File: src/hw/ifcap_cfg.svh
`ifndef IFCAP_CFG_SVH
`define IFCAP_CFG_SVH
// apb word offsets
`define IFCAP_OFF_EXT_RAW     12'h000
`define IFCAP_OFF_INT_RAW     12'h004
`define IFCAP_OFF_EXT_MASKED  12'h008
`define IFCAP_OFF_INT_MASKED  12'h00c
`define IFCAP_OFF_EXT_MASK    12'h010
`define IFCAP_OFF_INT_MASK    12'h014
`define IFCAP_OFF_CTRL        12'h018
`define IFCAP_OFF_STATUS      12'h01c
`define IFCAP_OFF_IRQ_STAT    12'h020
`define IFCAP_OFF_IRQ_MASK    12'h024
`define IFCAP_OFF_RAW_WIN     12'h028
// field positions
`define IFCAP_CTRL_P7_RISE    0
`define IFCAP_STAT_PAGE_LO    6
`define IFCAP_INT_UNUSED_BIT  5
// reset values
`define IFCAP_RST_FLAGS       8'h00
`define IFCAP_RST_MASK        8'h00
`define IFCAP_RST_CTRL        8'h00
`define IFCAP_RST_PAGE        2'h0
// interrupt vector
`define IFCAP_VECTOR_ADDR     16'h0008
`endif

File: src/hw/ifcap_pkg.sv
package ifcap_pkg;
   typedef enum logic [1:0]
   {
      IFCAP_PG0 = 2'b00,
      IFCAP_PG1 = 2'b01,
      IFCAP_PG2 = 2'b10,
      IFCAP_PG3 = 2'b11
   } ifcap_page_t;
endpackage

File: src/hw/ifcap_edge_if.sv
`timescale 1ns/10ps
interface ifcap_edge_if;
   logic [7:0] pin_sync;
   logic       rise_sel;
   logic [7:0] edge_evt;
   modport det (input pin_sync, input rise_sel, output edge_evt);
   modport top (output pin_sync, output rise_sel, input edge_evt);
endinterface

File: src/hw/ifcap_top.sv
// Notes on behaviour
// - pins zero to six flag falling edges
// - pin seven edge chosen by control bit
// - software clears flags, never sets them
// - masked view reads zero when masked off
// - raw view shows events regardless of mask
// - either view clears same pending bit
// - internal flags: timer, counters, energy, uart, cid, serial
// - page bits steer raw window address
// - core vectors to eight
//
// The implementer's own choices: the APB interface to the registers and the register addresses.
`timescale 1ns/10ps
`include "ifcap_cfg.svh"
module ifcap_top
   import ifcap_pkg::*;
(
   // apb
   input  wire logic        pclk,
   input  wire logic        presetn,
   input  wire logic        psel,
   input  wire logic        penable,
   input  wire logic        pwrite,
   input  wire logic [11:0] paddr,
   input  wire logic [31:0] pwdata,
   input  wire logic [3:0]  pstrb,
   output logic      [31:0] prdata,
   output logic             pready,
   output logic             pslverr,
   // port seven pins
   input  wire logic [7:0]  port_seven_pins,
   // internal event pulses
   input  wire logic        timer_evt,
   input  wire logic        counter_one_evt,
   input  wire logic        counter_two_evt,
   input  wire logic        line_energy_evt,
   input  wire logic        uart_evt,
   input  wire logic        callerid_decode_evt,
   input  wire logic        serial_full_or_tone_evt,
   // interrupts
   output logic             irq_pending,
   output logic             irq,
   output logic [15:0]      irq_vector
);
   ////////////////////////////////////////////////////////////////////
   logic [7:0] sync1_reg;
   logic [7:0] sync2_reg;
   logic [7:0] ext_raw_reg;
   logic [7:0] ext_raw_next;
   logic [7:0] int_raw_reg;
   logic [7:0] int_raw_next;
   logic [7:0] ext_mask_reg;
   logic [7:0] int_mask_reg;
   logic [7:0] counter_control_reg;
   logic [1:0] reg_page_select;
   logic [1:0] irq_stat_reg;
   logic [1:0] irq_stat_next;
   logic [1:0] irq_mask_reg;
   logic [7:0] int_evt;
   logic [7:0] ext_masked_flags;
   logic [7:0] internal_masked_flags;
   ifcap_edge_if eif ();

   always_ff @(posedge pclk or negedge presetn)
   begin
      if (!presetn)
      begin
         sync1_reg <= 8'hff;
         sync2_reg <= 8'hff;
      end
      else
      begin
         sync1_reg <= port_seven_pins;
         sync2_reg <= sync1_reg;
      end
   end
   assign eif.pin_sync = sync2_reg;
   assign eif.rise_sel = counter_control_reg[`IFCAP_CTRL_P7_RISE];

   ifcap_edge u_edge
   (
      .pclk    (pclk),
      .presetn (presetn),
      .e       (eif.det)
   );

   ////////////////////////////////////////////////////////////////////
   // apb decode
   wire        wr_acc  = psel & penable & pwrite;
   wire        rd_acc  = psel & penable & ~pwrite;
   wire        lane0   = pstrb[0];
   wire        hit_er  = paddr == `IFCAP_OFF_EXT_RAW;
   wire        hit_ir  = paddr == `IFCAP_OFF_INT_RAW;
   wire        hit_em  = paddr == `IFCAP_OFF_EXT_MASKED;
   wire        hit_im  = paddr == `IFCAP_OFF_INT_MASKED;
   wire        hit_ek  = paddr == `IFCAP_OFF_EXT_MASK;
   wire        hit_ik  = paddr == `IFCAP_OFF_INT_MASK;
   wire        hit_ct  = paddr == `IFCAP_OFF_CTRL;
   wire        hit_st  = paddr == `IFCAP_OFF_STATUS;
   wire        hit_is  = paddr == `IFCAP_OFF_IRQ_STAT;
   wire        hit_ik2 = paddr == `IFCAP_OFF_IRQ_MASK;
   wire        hit_win = paddr == `IFCAP_OFF_RAW_WIN;
   wire        win_ext = reg_page_select == IFCAP_PG1;
   wire        win_int = reg_page_select == IFCAP_PG2;
   wire        mapped  = hit_er | hit_ir | hit_em | hit_im | hit_ek |
                         hit_ik | hit_ct | hit_st | hit_is | hit_ik2 |
                         hit_win;
   // write of zero clears; ones keep the bit
   wire        clr_ext = wr_acc & lane0 &
                         (hit_er | hit_em | (hit_win & win_ext));
   wire        clr_int = wr_acc & lane0 &
                         (hit_ir | hit_im | (hit_win & win_int));
   wire [7:0]  clr_ext_m = clr_ext ? ~pwdata[7:0] : 8'h00;
   wire [7:0]  clr_int_m = clr_int ? ~pwdata[7:0] : 8'h00;

   assign int_evt = {serial_full_or_tone_evt, callerid_decode_evt, 1'b0,
                     uart_evt, line_energy_evt, counter_two_evt,
                     counter_one_evt, timer_evt};
   // set beats clear in same cycle
   assign ext_raw_next = (ext_raw_reg & ~clr_ext_m) | eif.edge_evt;
   assign int_raw_next = (int_raw_reg & ~clr_int_m) | int_evt;

   assign ext_masked_flags      = ext_raw_reg & ext_mask_reg;
   assign internal_masked_flags = int_raw_reg & int_mask_reg;

   always_ff @(posedge pclk or negedge presetn)
   begin
      if (!presetn)
      begin
         ext_raw_reg <= `IFCAP_RST_FLAGS;
         int_raw_reg <= `IFCAP_RST_FLAGS;
      end
      else
      begin
         ext_raw_reg <= ext_raw_next;
         int_raw_reg <= int_raw_next;
      end
   end

   ////////////////////////////////////////////////////////////////////
   // control registers
   always_ff @(posedge pclk or negedge presetn)
   begin
      if (!presetn)
      begin
         ext_mask_reg        <= `IFCAP_RST_MASK;
         int_mask_reg        <= `IFCAP_RST_MASK;
         counter_control_reg <= `IFCAP_RST_CTRL;
         reg_page_select     <= `IFCAP_RST_PAGE;
         irq_mask_reg        <= 2'h0;
      end
      else if (wr_acc && lane0)
      begin
         if (hit_ek)
            ext_mask_reg <= pwdata[7:0];
         if (hit_ik)
            int_mask_reg <= pwdata[7:0];
         if (hit_ct)
            counter_control_reg <= pwdata[7:0];
         if (hit_st)
            reg_page_select <= pwdata[`IFCAP_STAT_PAGE_LO +: 2];
         if (hit_ik2)
            irq_mask_reg <= pwdata[1:0];
      end
   end

   ////////////////////////////////////////////////////////////////////
   // summary interrupt: bit0 external, bit1 internal; read clears
   wire [1:0] irq_evt  = {|(int_evt & int_mask_reg),
                          |(eif.edge_evt & ext_mask_reg)};
   wire [1:0] irq_clr  = (rd_acc && hit_is) ? 2'h3 : 2'h0;
   assign irq_stat_next = (irq_stat_reg & ~irq_clr) | irq_evt;

   always_ff @(posedge pclk or negedge presetn)
   begin
      if (!presetn)
         irq_stat_reg <= 2'h0;
      else
         irq_stat_reg <= irq_stat_next;
   end
   assign irq         = |(irq_stat_reg & irq_mask_reg);
   assign irq_pending = |ext_masked_flags | |internal_masked_flags;
   // core branches here on acceptance
   assign irq_vector  = `IFCAP_VECTOR_ADDR;

   ////////////////////////////////////////////////////////////////////
   // read mux
   logic [7:0] win_data;
   logic [7:0] rd_data;
   always_comb
   begin
      case (reg_page_select)
         IFCAP_PG1: win_data = ext_raw_reg;
         IFCAP_PG2: win_data = int_raw_reg;
         default:   win_data = 8'h00;
      endcase
   end
   always_comb
   begin
      rd_data = 8'h00;
      if (hit_er)
         rd_data = ext_raw_reg;
      if (hit_ir)
         rd_data = int_raw_reg;
      if (hit_em)
         rd_data = ext_masked_flags;
      if (hit_im)
         rd_data = internal_masked_flags;
      if (hit_ek)
         rd_data = ext_mask_reg;
      if (hit_ik)
         rd_data = int_mask_reg;
      if (hit_ct)
         rd_data = counter_control_reg;
      if (hit_st)
         rd_data = {reg_page_select, 6'h00};
      if (hit_is)
         rd_data = {6'h00, irq_stat_reg};
      if (hit_ik2)
         rd_data = {6'h00, irq_mask_reg};
      if (hit_win)
         rd_data = win_data;
   end

   always_ff @(posedge pclk or negedge presetn)
   begin
      if (!presetn)
         prdata <= 32'h0000_0000;
      else if (psel && !penable && !pwrite)
         prdata <= {24'h000000, rd_data};
   end
   assign pready  = 1'b1;
   assign pslverr = psel & penable & ~mapped;

   ////////////////////////////////////////////////////////////////////
   // pin edge capture
   fall_sets_a: assert property (
      @(posedge pclk) disable iff (!presetn)
      $fell(sync2_reg[2]) |=> ext_raw_reg[2])
      else $error("falling edge missed");

   rise_ignored_a: assert property (
      @(posedge pclk) disable iff (!presetn)
      (!ext_raw_reg[2] && $rose(sync2_reg[2])) |=> !ext_raw_reg[2])
      else $error("rising edge flagged on low pin");

   ext_bit_map_a: assert property (
      @(posedge pclk) disable iff (!presetn)
      $fell(sync2_reg[0]) |=> ext_raw_reg[0])
      else $error("pin zero not on bit zero");

   rise_p7_a: assert property (
      @(posedge pclk) disable iff (!presetn)
      ($rose(sync2_reg[7]) && counter_control_reg[0]) |=> ext_raw_reg[7])
      else $error("pin7 rise missed");

   fall_p7_a: assert property (
      @(posedge pclk) disable iff (!presetn)
      ($fell(sync2_reg[7]) && !counter_control_reg[0]) |=> ext_raw_reg[7])
      else $error("pin7 fall missed");

   p7_ignore_a: assert property (
      @(posedge pclk) disable iff (!presetn)
      (!ext_raw_reg[7] && counter_control_reg[0] && $fell(sync2_reg[7]))
      |=> !ext_raw_reg[7])
      else $error("pin7 wrong edge flagged");

   // software clear, never set
   ext_write_clears_a: assert property (
      @(posedge pclk) disable iff (!presetn)
      (clr_ext && !pwdata[3] && !eif.edge_evt[3]) |=> !ext_raw_reg[3])
      else $error("ext flag not cleared by write");

   int_write_clears_a: assert property (
      @(posedge pclk) disable iff (!presetn)
      (clr_int && !pwdata[0] && !int_evt[0]) |=> !int_raw_reg[0])
      else $error("int flag not cleared by write");

   no_sw_set_a: assert property (
      @(posedge pclk) disable iff (!presetn)
      (!ext_raw_reg[0] && !eif.edge_evt[0]) |=> !ext_raw_reg[0])
      else $error("ext flag set without event");

   no_int_set_a: assert property (
      @(posedge pclk) disable iff (!presetn)
      (!int_raw_reg[4] && !int_evt[4]) |=> !int_raw_reg[4])
      else $error("int flag set without event");

   // masked and raw views
   mask_zero_a: assert property (
      @(posedge pclk) disable iff (!presetn)
      !int_mask_reg[1] |-> !internal_masked_flags[1])
      else $error("masked flag visible");

   ext_mask_zero_a: assert property (
      @(posedge pclk) disable iff (!presetn)
      !ext_mask_reg[3] |-> !ext_masked_flags[3])
      else $error("ext masked flag visible");

   pending_a: assert property (
      @(posedge pclk) disable iff (!presetn)
      irq_pending == |{ext_raw_reg & ext_mask_reg,
                       int_raw_reg & int_mask_reg})
      else $error("pending level wrong");

   raw_shows_a: assert property (
      @(posedge pclk) disable iff (!presetn)
      timer_evt |=> int_raw_reg[0])
      else $error("raw timer flag missing");

   raw_ext_a: assert property (
      @(posedge pclk) disable iff (!presetn)
      ($fell(sync2_reg[5]) && !ext_mask_reg[5]) |=> ext_raw_reg[5])
      else $error("raw ext flag hidden by mask");

   // internal source map
   unused_zero_a: assert property (
      @(posedge pclk) disable iff (!presetn)
      !int_raw_reg[`IFCAP_INT_UNUSED_BIT])
      else $error("unused bit set");

   cid_map_a: assert property (
      @(posedge pclk) disable iff (!presetn)
      callerid_decode_evt |=> int_raw_reg[6])
      else $error("caller id flag missing");

   serial_map_a: assert property (
      @(posedge pclk) disable iff (!presetn)
      serial_full_or_tone_evt |=> int_raw_reg[7])
      else $error("serial or tone flag missing");

   // page window
   win_page_a: assert property (
      @(posedge pclk) disable iff (!presetn)
      (reg_page_select == IFCAP_PG2) |-> win_data == int_raw_reg)
      else $error("page window wrong");

   win_ext_a: assert property (
      @(posedge pclk) disable iff (!presetn)
      (reg_page_select == IFCAP_PG1) |-> win_data == ext_raw_reg)
      else $error("page one window wrong");

   win_other_a: assert property (
      @(posedge pclk) disable iff (!presetn)
      (reg_page_select == IFCAP_PG0 || reg_page_select == IFCAP_PG3)
      |-> win_data == 8'h00)
      else $error("unused page not zero");

   // main scenarios
   cov_ext_c: cover property (@(posedge pclk) disable iff (!presetn)
      clr_ext ##1 irq);
   cov_irq_c: cover property (@(posedge pclk) disable iff (!presetn)
      $rose(irq));
   cov_win_c: cover property (@(posedge pclk) disable iff (!presetn)
      rd_acc && hit_win && win_ext);
   cov_p7_rise_c: cover property (@(posedge pclk) disable iff (!presetn)
      $rose(sync2_reg[7]) && counter_control_reg[0]);
endmodule

File: src/hw/ifcap_edge.sv
`timescale 1ns/10ps
module ifcap_edge
   import ifcap_pkg::*;
(
   // clock and reset
   input  wire logic pclk,
   input  wire logic presetn,
   // link to top
   ifcap_edge_if.det e
);
   logic [7:0] prev_reg;
   always_ff @(posedge pclk or negedge presetn)
   begin
      if (!presetn)
         prev_reg <= 8'hff;
      else
         prev_reg <= e.pin_sync;
   end
   genvar i;
   generate
      for (i = 0; i < 7; i++)
      begin : g_fall
         assign e.edge_evt[i] = prev_reg[i] & ~e.pin_sync[i];
      end
   endgenerate
   // pin 7 edge polarity from control bit
   assign e.edge_evt[7] = e.rise_sel ? (~prev_reg[7] & e.pin_sync[7])
                                     : (prev_reg[7] & ~e.pin_sync[7]);
endmodule

File: config.mk
export PLATFORM = sky130hd
export DESIGN_NAME = ifcap_top
export DESIGN_NICKNAME = d
export VERILOG_FILES = /design/src/hw/ifcap_pkg.sv /design/src/hw/ifcap_edge_if.sv /design/src/hw/ifcap_top.sv /design/src/hw/ifcap_edge.sv
export VERILOG_INCLUDE_DIRS = /design/src /design/src/hw
export SDC_FILE = /design/constraint.sdc
export NUM_CORES = 1
export LEC_CHECK = 0
export BUFFER_PORTS_ARGS = -buffer_cell sky130_fd_sc_hd__buf_4
export CAP_MARGIN = 25
export CORE_MARGIN = 2
export CORE_UTILIZATION = 45
export CTS_BUF_LIST = sky130_fd_sc_hd__clkbuf_16
export CTS_CLUSTER_SIZE = 20
export DETAILED_ROUTE_END_ITERATION = 16
export PLACE_DENSITY = 0.81
export SLEW_MARGIN = 10
export SYNTH_ARGS = -nofsm -noshare
export SYNTH_HDL_FRONTEND = slang
export SYNTH_HIERARCHICAL = 1
export SYNTH_SLANG_ARGS = --single-unit
export TNS_END_PERCENT = 50
File: constraint.sdc
create_clock -name pclk -period 3.8 [get_ports pclk]
set_input_delay 0.19 -clock pclk [delete_from_list [all_inputs] [get_ports pclk]]
set_output_delay 0.19 -clock pclk [all_outputs]
set_load 0.01 [all_outputs]
==> summary.md, run 1 <==
| Metric | Value |
|---|---|
| Layout Cells excl Fill | `592` |
| RSZ-0062 raised after global routing | `false` |
| Hold Path Class | `input pin to flip-flop` |
| Detailed placement HPWL | `7410 um` |
| Post-synth top cells | `dfrtp_1, buf_4, mux2_2, nand2b_1, o21ai_0` |
| Drt first pass iters | `7` |
| Vias in the first global route | `3137` |
| Post-synthesis sequential area ratio | `0.462` |
| Setup WS post-layout | `1.55 ns` |
| Final min period | `2.25 ns` |
| Worst path arrival time | `2.47 ns` |
| Top cell type's share of synthesized area | `0.315` |
| Post-CTS Resized | `0` |
| Count of cell types in the netlist | `52` |
| Final period util | `0.592` |
| Final hold viol count | `0` |
| Synth Instances | `408` |
| Maxcap violations | `0` |
| I/O pin cnt | `120` |
| Initial DRC Count | `245` |
| First-pass GRT wire length | `16400 um` |
| Hold Crit Depth | `2` |
| Maximum vdd drop | `0.287 mV` |
| Max Buffers Root-to-Sink | `2` |
| Placement Cell Area | `0.00459 mm^2` |
| Routed wl met3 | `952 um` |
| Core Region | `0.00924 mm^2` |
| Syn avg cell area | `10.5 um^2` |
| Final #Nets | `528` |
| Worst slew pin tran | `0.792 ns` |
| Insertion delay to the later sink of the worst-skew pair | `0.34 ns` |
| Antenna-violating nets left | `0` |
| Area growth syn-to-layout | `16.7%` |
| Count leader, synth | `dfrtp_1` |
| H-tree Lvls | `3` |
| FF-to-FF Start | `reg_page_select[1]$_DFFE_PN0P_` |
| Static Leakage | `2.07 nW` |
| Fraction of registers with async set/reset | `1.00` |
| Mapped Area | `0.00429 mm^2` |
| GRT Total Usage | `0.208` |
| Gp weighted congestion | `0.873` |
| Standard-cell rows | `35` |
| Die height | `102 um` |
| Slew headroom | `0.472` |
| CTS tree | `yes` |
| Worst Skew | `0.00611 ns` |
| Startpoint types | `input pin` |
| Biggest area consumer among synthesized cells | `dfrtp_1` |
| Final Power | `1.91 mW` |
| Largest net degree at the start of global routing | `79` |
| Top sig layer | `met4` |
| Place WS | `1.25 ns` |
| Reg2Reg Setup Slack | `1.75 ns` |
| Number of synthesized flops with an enable pin | `0` |
| R2r worst-path depth | `6` |
| Hold endpoint | `int_raw_reg[3]$_DFF_PN0_` |
| DRC | `0` |
| Ys Warns | `6` |
| Fillers | `799` |
| Worst Path Max Fanout | `12` |
| #FFs+latches synth | `78` |
| Crit path capture type | `flip-flop` |
| Wire per inst | `17.3 um` |
| Initial antenna violation count | `0` |
| Clk root buf | `clkbuf_16` |
| Multi-input gate area | `0.00204 mm^2` |
| ANT cells | `0` |
| Clock slew at reported path FFs | `0.06 ns` |
| Sink Count | `78` |
| Worst hold margin | `0.0517 ns` |
| IO buf count | `51` |
| Met2 wire length | `4760 um` |
| Final core utilization | `0.542` |
| WL met1 | `4300 um` |
| Hold Startpoint | `line_energy_evt` |
| Status | `completed` |
| Max Slew Vio Count | `0` |
| WS Path Type | `input pin to flip-flop` |
| Layout cells sized above 1 | `0.276` |
| Placed cells | `566` |
| WP data required | `4.02 ns` |
| Total grt overflow | `0` |
| Power Density | `381 mW/mm^2` |
| TNS Setup | `0 ns` |
| Routed WL | `10200 um` |
| Die X-Extent | `102 um` |
| Vias/cell | `5.67` |
| Synth top area cells | `dfrtp_1, dfstp_2, buf_4` |
| FMAX | `0.444 GHz` |
| Total CTS buffers | `9` |
| Initial Utilization | `0.464` |
| Finished layout cell area | `0.00500 mm^2` |
| Vias | `3359` |
| Register Area | `0.00198 mm^2` |
| Die area | `0.0103 mm^2` |
| Top_reg_cell synth | `dfrtp_1` |
| # setup viols final | `0` |
| Crit Reg-Reg Endpoint | `ext_raw_reg[1]$_DFF_PN0_` |
-- timing repair --
action | 4_1_cts | 5_1_grt
hold buffers | 8 | 1
hold endpoints to repair | 8 | 21
setup buffers | 0 | 0
-- metal layers --
layer	global-route usage	vias up
met1	0.283	1617
met5	0	-
met3	0.0490	16
met4	0.0821	0
met2	0.320	203
li1	-	1523
-- cell usage in the layout (no fill, tap or decap), types with 4 or more instances in the layout --
cell type / instances
dfrtp_1: 54
buf_4: 52
conb_1: 41
nand2b_1: 27
mux2_2: 27
o21ai_0: 25
dfstp_2: 24
nand2_1: 22
nor2_1: 19
a22oi_1: 14
a21oi_1: 10
mux2i_1: 9
clkbuf_16: 9
dlygate4sd3_1: 9
a311oi_1: 8
nor2b_1: 8
a31oi_1: 6
a221oi_1: 6
nand3b_1: 6
nor4_1: 5
nand4_1: 5
a22o_1: 5
o221ai_1: 5
inv_1: 4
o31ai_1: 4
a21boi_0: 4
o22a_1: 4
-- worst max path at each step --
stage | start | to | depth (start not counted) | slack [ns]
3_5_place_dp | paddr[1] | int_mask_reg[6]$_DFFE_PN0P_ | 5 | 1.25
2_1_floorplan | paddr[5] | counter_control_reg[0]$_DFFE_PN0P_ | 5 | 1.88
3_3_place_gp | paddr[1] | int_mask_reg[2]$_DFFE_PN0P_ | 5 | 1.26
6_report | paddr[1] | counter_control_reg[5]$_DFFE_PN0P_ | 5 | 1.55
4_1_cts | paddr[1] | counter_control_reg[5]$_DFFE_PN0P_ | 5 | 1.59
5_1_grt | paddr[1] | counter_control_reg[7]$_DFFE_PN0P_ | 5 | 1.43
-- power breakdown --
group	internal (mW)	total, mW	leakage (nW)	switching [mW]
registers	0.865	0.877	0.906	0.0114
logic	0.0751	0.179	1.03	0.104
clock network	0.509	0.851	0.139	0.342
total	1.45	1.91	2.07	0.457
-- cell families (layout without fill, tap and decap cells) --
| logic type | count (synthesis) | count (layout) | synth area share |
|---|---|---|---|
| simple gates | 116 | 116 | 0.162 |
| compound gates | 108 | 108 | 0.178 |
| flops | 78 | 78 | 0.462 |
| buf+inv | 66 | 82 | 0.0983 |
| mux | 36 | 36 | 0.0919 |
| fa+ha+maj | 2 | 2 | 0.00584 |
| other cells | 2 | 41 | 0.00175 |
-- cell type report --
cell class                 instances  share of cell area
clock buffer                       9              0.0450
clock inverter                     7              0.0148
inverter                           3             0.00225
multi-input combinational        303               0.407
sequential                        78               0.396
tap                              129              0.0323
timing repair buffer              63               0.103
-- critical path, stage by stage --
cell and delay (ns):
buf_4 0.10, nor4_1 0.44, nand2_1 0.48, nor4_4 0.83
mux2_2 0.42
Power figures use the tool's default switching activity.
==> run 2: changes to the inputs <==
--- a/config.mk
+++ b/config.mk
@@ -6,6 +6,7 @@
 export SDC_FILE = /design/constraint.sdc
 export NUM_CORES = 1
 export LEC_CHECK = 0
+export ABC_AREA = 1
 export BUFFER_PORTS_ARGS = -buffer_cell sky130_fd_sc_hd__buf_4
 export CAP_MARGIN = 25
 export CORE_MARGIN = 2
@@ -13,7 +14,7 @@
 export CTS_BUF_LIST = sky130_fd_sc_hd__clkbuf_16
 export CTS_CLUSTER_SIZE = 20
 export DETAILED_ROUTE_END_ITERATION = 16
-export PLACE_DENSITY = 0.81
+export PLACE_DENSITY = 0.84
 export SLEW_MARGIN = 10
 export SYNTH_ARGS = -nofsm -noshare
 export SYNTH_HDL_FRONTEND = slang
==> constraint.sdc (replaced) <==
create_clock -name pclk -period 2 [get_ports pclk]
set_input_delay 0.1 -clock pclk [delete_from_list [all_inputs] [get_ports pclk]]
set_output_delay 0.1 -clock pclk [all_outputs]
set_load 0.01 [all_outputs]
==> summary.md, run 2 <==
| Metric | Value |
|---|---|
| Worst Setup SP | `int_raw_reg[6]$_DFF_PN0_` |
| Slowest-stage cell, CP | `or4_1` |
| Total grt overflow | `0` |
| Standard-cell rows | `35` |
| Sw frac | `0.232` |
| Main combinational cell family by area after synthesis | `simple AND/OR/NAND/NOR gates` |
| Vias in the first global route | `3630` |
| Final min period | `1.86 ns` |
| R2r worst-path depth | `7` |
| Layout cells sized above 1 | `0.213` |
| Largest net degree at the start of global routing | `41` |
| TNS Setup | `0 ns` |
| Post-CTS Resized | `0` |
| Top_reg_cell synth | `dfrtp_1` |
| Finished layout cell area | `0.00524 mm^2` |
| Logic pwr share | `0.083` |
| Power Internal | `3.03 mW` |
| Worst Path Max Fanout | `4` |
| Worst slew pin tran | `0.503 ns` |
| Final period util | `0.928` |
| Number of synthesized flops with an enable pin | `0` |
| Initial Utilization | `0.466` |
| WS Path Type | `flip-flop to primary output` |
| Worst Skew | `0.00417 ns` |
| IO buf count | `51` |
| Clk root buf | `clkbuf_16` |
| GRT Total Usage | `0.228` |
| Simple-gate share of the synthesized area | `0.275` |
| # setup viols final | `0` |
| CTS tree | `yes` |
| DRC | `0` |
| FF-to-FF Start | `reg_page_select[0]$_DFFE_PN0P_` |
| Final #Nets | `694` |
| First-pass GRT wire length | `17900 um` |
| I/O pin cnt | `120` |
| Count leader, synth | `nand2_1` |
| Detailed placement HPWL | `8320 um` |
| Power Density | `751 mW/mm^2` |
| ANT cells | `0` |
| Max incr delay on CP | `0.58 ns` |
| Insertion delay to the later sink of the worst-skew pair | `0.34 ns` |
| Post-Synth XOR/XNOR Area | `0` |
| Maximum vdd drop | `0.715 mV` |
| Post-CTS Setup Bufs | `0` |
| Synth Area in Compound Gates | `0.115` |
| Placement Cell Area | `0.00472 mm^2` |
| Wire per inst | `15.1 um` |
| Crit path capture type | `primary output` |
| Synth top area cells | `dfrtp_1, dfstp_2, nand2_1` |
| Final hold viol count | `0` |
| WP data required | `1.90 ns` |
| Vias | `3888` |
| Top cell type's share of synthesized area | `0.312` |
| Max Buffers Root-to-Sink | `2` |
| Clock share of power | `0.493` |
| Biggest area consumer among synthesized cells | `dfrtp_1` |
| Syn avg cell area | `7.88 um^2` |
| Drt first pass iters | `6` |
| Fillers | `856` |
| Place WS | `0.259 ns` |
| Total CTS buffers | `9` |
| Mux share of post-synthesis cell area | `0` |
| Status | `completed` |
| Die X-Extent | `102 um` |
| Area growth syn-to-layout | `21.2%` |
| Crit Reg-Reg Endpoint | `int_raw_reg[7]$_DFF_PN0_` |
| H-tree Lvls | `3` |
| Routed WL | `11500 um` |
| Synth Instances | `549` |
| Post-synth top cells | `nand2_1, inv_1, nor2_1` |
| Die area | `0.0104 mm^2` |
| Die height | `102 um` |
| Fraction of registers with async set/reset | `1.00` |
| Commonest non-fill, non-tap cell in the layout | `nand2_1` |
| Startpoint types | `flip-flop` |
| Gp weighted congestion | `0.963` |
| Vias/cell | `5.13` |
| Core Region | `0.00928 mm^2` |
| Antenna-violating nets left | `0` |
| Sequential fraction of design power | `0.424` |
| Crit path cell chain | `nand2_1 -> nand4_1 -> or4_1 -> buf_4` |
| Count of cell types in the netlist | `39` |
| Multi-input gate area | `0.00187 mm^2` |
| Ys Warns | `6` |
| Setup WS post-layout | `0.144 ns` |
| Worst path arrival time | `1.76 ns` |
| #FFs+latches synth | `78` |
| Initial antenna violation count | `0` |
| FMAX | `0.539 GHz` |
| Hold Path Class | `input pin to flip-flop` |
| Reg2Reg Setup Slack | `0.27 ns` |
| Switching pwr | `0.913 mW` |
| Mapped Area | `0.00433 mm^2` |
| Register Area | `0.00198 mm^2` |
| Worst Setup EP | `irq_pending` |
| Most frequent cells in the layout | `nand2_1, inv_1, nor2_1, dfrtp_1, buf_4` |
| Maxcap violations | `0` |
| Post-Synth Adder-Cell Area | `0.00579` |
| Static Leakage | `2.69 nW` |
| Sink Count | `78` |
| RSZ-0062 raised after global routing | `false` |
| Max Slew Vio Count | `0` |
| Clock slew at reported path FFs | `0.06 ns` |
| Initial DRC Count | `513` |
| Slew headroom | `0.665` |
| Post-synthesis sequential area ratio | `0.458` |
-- run 2: worst min path at each step --
stage                     depth (start not counted)      start  slack, ns                                  to
final                                             3  pwdata[6]      0.003            int_raw_reg[6]$_DFF_PN0_
after global routing                              3  pwdata[6]       0.01            int_raw_reg[6]$_DFF_PN0_
after CTS                                         3  pwdata[6]      0.003            int_raw_reg[6]$_DFF_PN0_
after detailed placement                          1    presetn       0.11  counter_control_reg[4]$_DFFE_PN0P_
after global placement                            1    presetn        0.1  counter_control_reg[4]$_DFFE_PN0P_
after floorplan                                   0    presetn      -0.20  counter_control_reg[0]$_DFFE_PN0P_
-- run 2: per-stage QoR --
step,utilization,std cells,hold slack (ns),total power [mW]
after floorplan,-,588,-0.196,1.88
after global placement,0.509,725,0.0995,1.99
after detailed placement,0.509,725,0.106,2.00
after CTS,0.565,758,0.00258,3.97
after global routing,0.565,758,0.0133,4.08
final,0.565,758,0.00260,3.94
-- run 2: kinds of logic (layout without fill, tap and decap cells) --
logic type               Yosys count  after routing
AND/OR/NAND/NOR                  260            260
buffers and inverters            123            164
AO/OA/AOI/OAI                     84             84
flip-flops                        78             78
adder cells (fa/ha/maj)            2              2
other                              2             41
-- run 2: final cells by class --
| class | instances | area share |
|---|---|---|
| Multi-Input combinational cell | 387 | 0.356 |
| Inverter | 76 | 0.0549 |
| Sequential cell | 78 | 0.378 |
| Timing Repair Buffer | 72 | 0.114 |
| Clock buffer | 9 | 0.0429 |
| Tap cell | 129 | 0.0308 |
| Clock inverter | 7 | 0.0241 |
-- run 2: critical path: cells and delay by family (launching register included) --
family,cells,cell delay (ns)
simple gates,3,0.83
buf+inv,1,0.17
flops,1,0.42
-- run 2: power by group through the flow --
stage | clock [mW] | sequential (mW) | combinational, mW
2_1_floorplan | 0 | 1.71 | 0.176
4_1_cts | 1.96 | 1.67 | 0.328
3_5_place_dp | 0 | 1.70 | 0.301
5_1_grt | 2.04 | 1.68 | 0.366
6_report | 1.94 | 1.67 | 0.327
3_3_place_gp | 0 | 1.70 | 0.295
-- run 2: timing repair --
item | CTS | global route
hold buffers | 17 | 0
hold endpoints to repair | 44 | 0
setup endpoints to repair | 0 | 0
-- run 2: layer usage --
layer	GRT usage	routed length (um)
met1	0.311	4950
met2	0.351	5020
met3	0.0506	1160
met4	0.102	344
met5	0	0
==> run 3: changes to the inputs <==
--- a/config.mk
+++ b/config.mk
@@ -14,7 +14,7 @@
 export CTS_BUF_LIST = sky130_fd_sc_hd__clkbuf_16
 export CTS_CLUSTER_SIZE = 20
 export DETAILED_ROUTE_END_ITERATION = 16
-export PLACE_DENSITY = 0.84
+export PLACE_DENSITY = 0.81
 export SLEW_MARGIN = 10
 export SYNTH_ARGS = -nofsm -noshare
 export SYNTH_HDL_FRONTEND = slang
==> constraint.sdc (replaced) <==
create_clock -name pclk -period 2.23 [get_ports pclk]
set_input_delay 0.1115 -clock pclk [delete_from_list [all_inputs] [get_ports pclk]]
set_output_delay 0.1115 -clock pclk [all_outputs]
set_load 0.01 [all_outputs]
==> summary.md, run 3 (same netlist as run 2, synthesis figures left out) <==
| Metric | Value |
|---|---|
| Clk root buf | `clkbuf_16` |
| Layout Cells excl Fill | `757` |
| Initial antenna violation count | `0` |
| Initial DRC Count | `421` |
| Final hold viol count | `0` |
| Vias | `3795` |
| Slew headroom | `0.622` |
| Crit path capture type | `primary output` |
| Worst Skew | `0.00761 ns` |
| Die area | `0.0104 mm^2` |
| Initial Utilization | `0.466` |
| Most frequent cells in the layout | `nand2_1, inv_1, nor2_1, dfrtp_1, buf_4` |
| Startpoint types | `flip-flop` |
| Total grt overflow | `0` |
| Post-CTS Resized | `0` |
| Status | `completed` |
| ANT cells | `0` |
| Max Slew Vio Count | `0` |
| Vias in the first global route | `3518` |
| Crit Reg-Reg Endpoint | `int_raw_reg[7]$_DFF_PN0_` |
| Sw frac | `0.245` |
| Power Internal | `2.48 mW` |
| Switching pwr | `0.804 mW` |
| Worst Path Max Fanout | `4` |
| Detailed placement HPWL | `8440 um` |
| Gp weighted congestion | `0.958` |
| FF-to-FF Start | `reg_page_select[0]$_DFFE_PN0P_` |
| Hold Startpoint | `pwdata[6]` |
| Total CTS buffers | `9` |
| RSZ-0062 raised after global routing | `false` |
| Wire per inst | `14.9 um` |
| GRT Total Usage | `0.232` |
| Reg2Reg Setup Slack | `0.42 ns` |
| Maximum vdd drop | `0.492 mV` |
| CTS tree | `yes` |
| WP data required | `2.12 ns` |
| Final period util | `0.836` |
| Die height | `102 um` |
| Insertion delay to the later sink of the worst-skew pair | `0.35 ns` |
| Logic pwr share | `0.089` |
| WS Path Type | `flip-flop to primary output` |
| R2r worst-path depth | `7` |
| Sequential fraction of design power | `0.456` |
| IO buf count | `51` |
| Die X-Extent | `102 um` |
| Hold Crit Depth | `3` |
| Worst slew pin tran | `0.565 ns` |
| Standard-cell rows | `35` |
| H-tree Lvls | `3` |
| Final #Nets | `693` |
| Clock share of power | `0.455` |
| Antenna-violating nets left | `0` |
| I/O pin cnt | `120` |
| Area growth syn-to-layout | `20.0%` |
| Core Region | `0.00928 mm^2` |
| Vias/cell | `5.01` |
| Clock slew at reported path FFs | `0.06 ns` |
| Placed cells | `724` |
| DRC | `0` |
| Max Buffers Root-to-Sink | `2` |
| Hold endpoint | `int_raw_reg[6]$_DFF_PN0_` |
| Sink Count | `78` |
| Largest net degree at the start of global routing | `41` |
| Commonest non-fill, non-tap cell in the layout | `nand2_1` |
| Power Density | `634 mW/mm^2` |
| Static Leakage | `2.66 nW` |
| FMAX | `0.536 GHz` |
| First-pass GRT wire length | `18100 um` |
| Layout cells sized above 1 | `0.212` |
| Final min period | `1.86 ns` |
| TNS Setup | `0 ns` |
| # setup viols final | `0` |
| Maxcap violations | `0` |
| Routed WL | `11300 um` |
| Worst path arrival time | `1.75 ns` |
| Hold Path Class | `input pin to flip-flop` |
| Drt first pass iters | `5` |
[run 3: cell count changes in the layout (fill, tap and decap cells not counted)]
cell	before	now
clkinvlp_4	1	3
bufinv_16	3	1
buf_4	54	53
clkinv_4	0	1
inv_6	2	1
[run 3: critical path, cell delays in order (launching register included)]
cell	delay, ns
dfrtp_1	0.43
nand2_1	0.14
nand4_1	0.09
or4_1	0.58
buf_4	0.17
[run 3: cell type report]
| cell class | count | area [um^2] |
|---|---|---|
| Fill cell | 889 | 4090 |
| Sequential cell | 78 | 1980 |
| Clock buffer | 9 | 225 |
| Timing Repair Buffer | 71 | 588 |
| Clock inverter | 7 | 81.3 |
| Tap cell | 129 | 161 |
| Multi-Input combinational cell | 387 | 1870 |
| Inverter | 76 | 288 |
[run 3: repair_timing]
item | CTS | global route
hold buffers | 17 | 0
hold endpoints to repair | 49 | 0
setup buffers | 0 | 0
[run 3: power groups by stage]
| stage | logic, mW | registers [mW] | clock network, mW |
|---|---|---|---|
| after global placement | 0.265 | 1.52 | 0 |
| after floorplan | 0.157 | 1.53 | 0 |
| after global routing | 0.329 | 1.50 | 1.58 |
| final | 0.294 | 1.50 | 1.50 |
| after detailed placement | 0.271 | 1.53 | 0 |
| after CTS | 0.295 | 1.50 | 1.52 |
[run 3: worst max path at each step]
stage / from / endpoint / slack (ns) / cells past startpoint
5_1_grt: reg_page_select[0]$_DFFE_PN0P_ / int_raw_reg[4]$_DFF_PN0_ / 0.31 / 7
6_report: ext_mask_reg[6]$_DFFE_PN0P_ / irq_pending / 0.37 / 4
2_1_floorplan: reg_page_select[0]$_DFFE_PN0P_ / int_raw_reg[6]$_DFF_PN0_ / 0.80 / 7
3_3_place_gp: reg_page_select[0]$_DFFE_PN0P_ / int_raw_reg[7]$_DFF_PN0_ / 0.50 / 7
4_1_cts: ext_mask_reg[6]$_DFFE_PN0P_ / irq_pending / 0.39 / 4
3_5_place_dp: reg_page_select[0]$_DFFE_PN0P_ / int_raw_reg[7]$_DFF_PN0_ / 0.45 / 7
[run 3: metrics by stage]
| stage | power [mW] | util | hold WS [ns] | worst slack [ns] | area (um^2) |
|---|---|---|---|---|---|
| 2_1_floorplan | 1.69 | - | -0.184 | 0.800 | 4470 |
| 3_3_place_gp | 1.79 | 0.508 | 0.113 | 0.504 | 4710 |
| 3_5_place_dp | 1.80 | 0.508 | 0.121 | 0.455 | 4710 |
| 4_1_cts | 3.32 | 0.559 | 0.00370 | 0.390 | 5190 |
| 5_1_grt | 3.42 | 0.559 | 0.0198 | 0.308 | 5190 |
| 6_report | 3.29 | 0.559 | 0.00661 | 0.366 | 5190 |
[run 3: routing by layer]
| layer | up-vias | track usage | routed length (um) |
|---|---|---|---|
| met3 | 25 | 0.0451 | 871 |
| met4 | 0 | 0.104 | 266 |
| met5 | - | 0 | 0 |
| met1 | 1749 | 0.327 | 5220 |
| li1 | 1830 | - | - |
| met2 | 191 | 0.347 | 4920 |
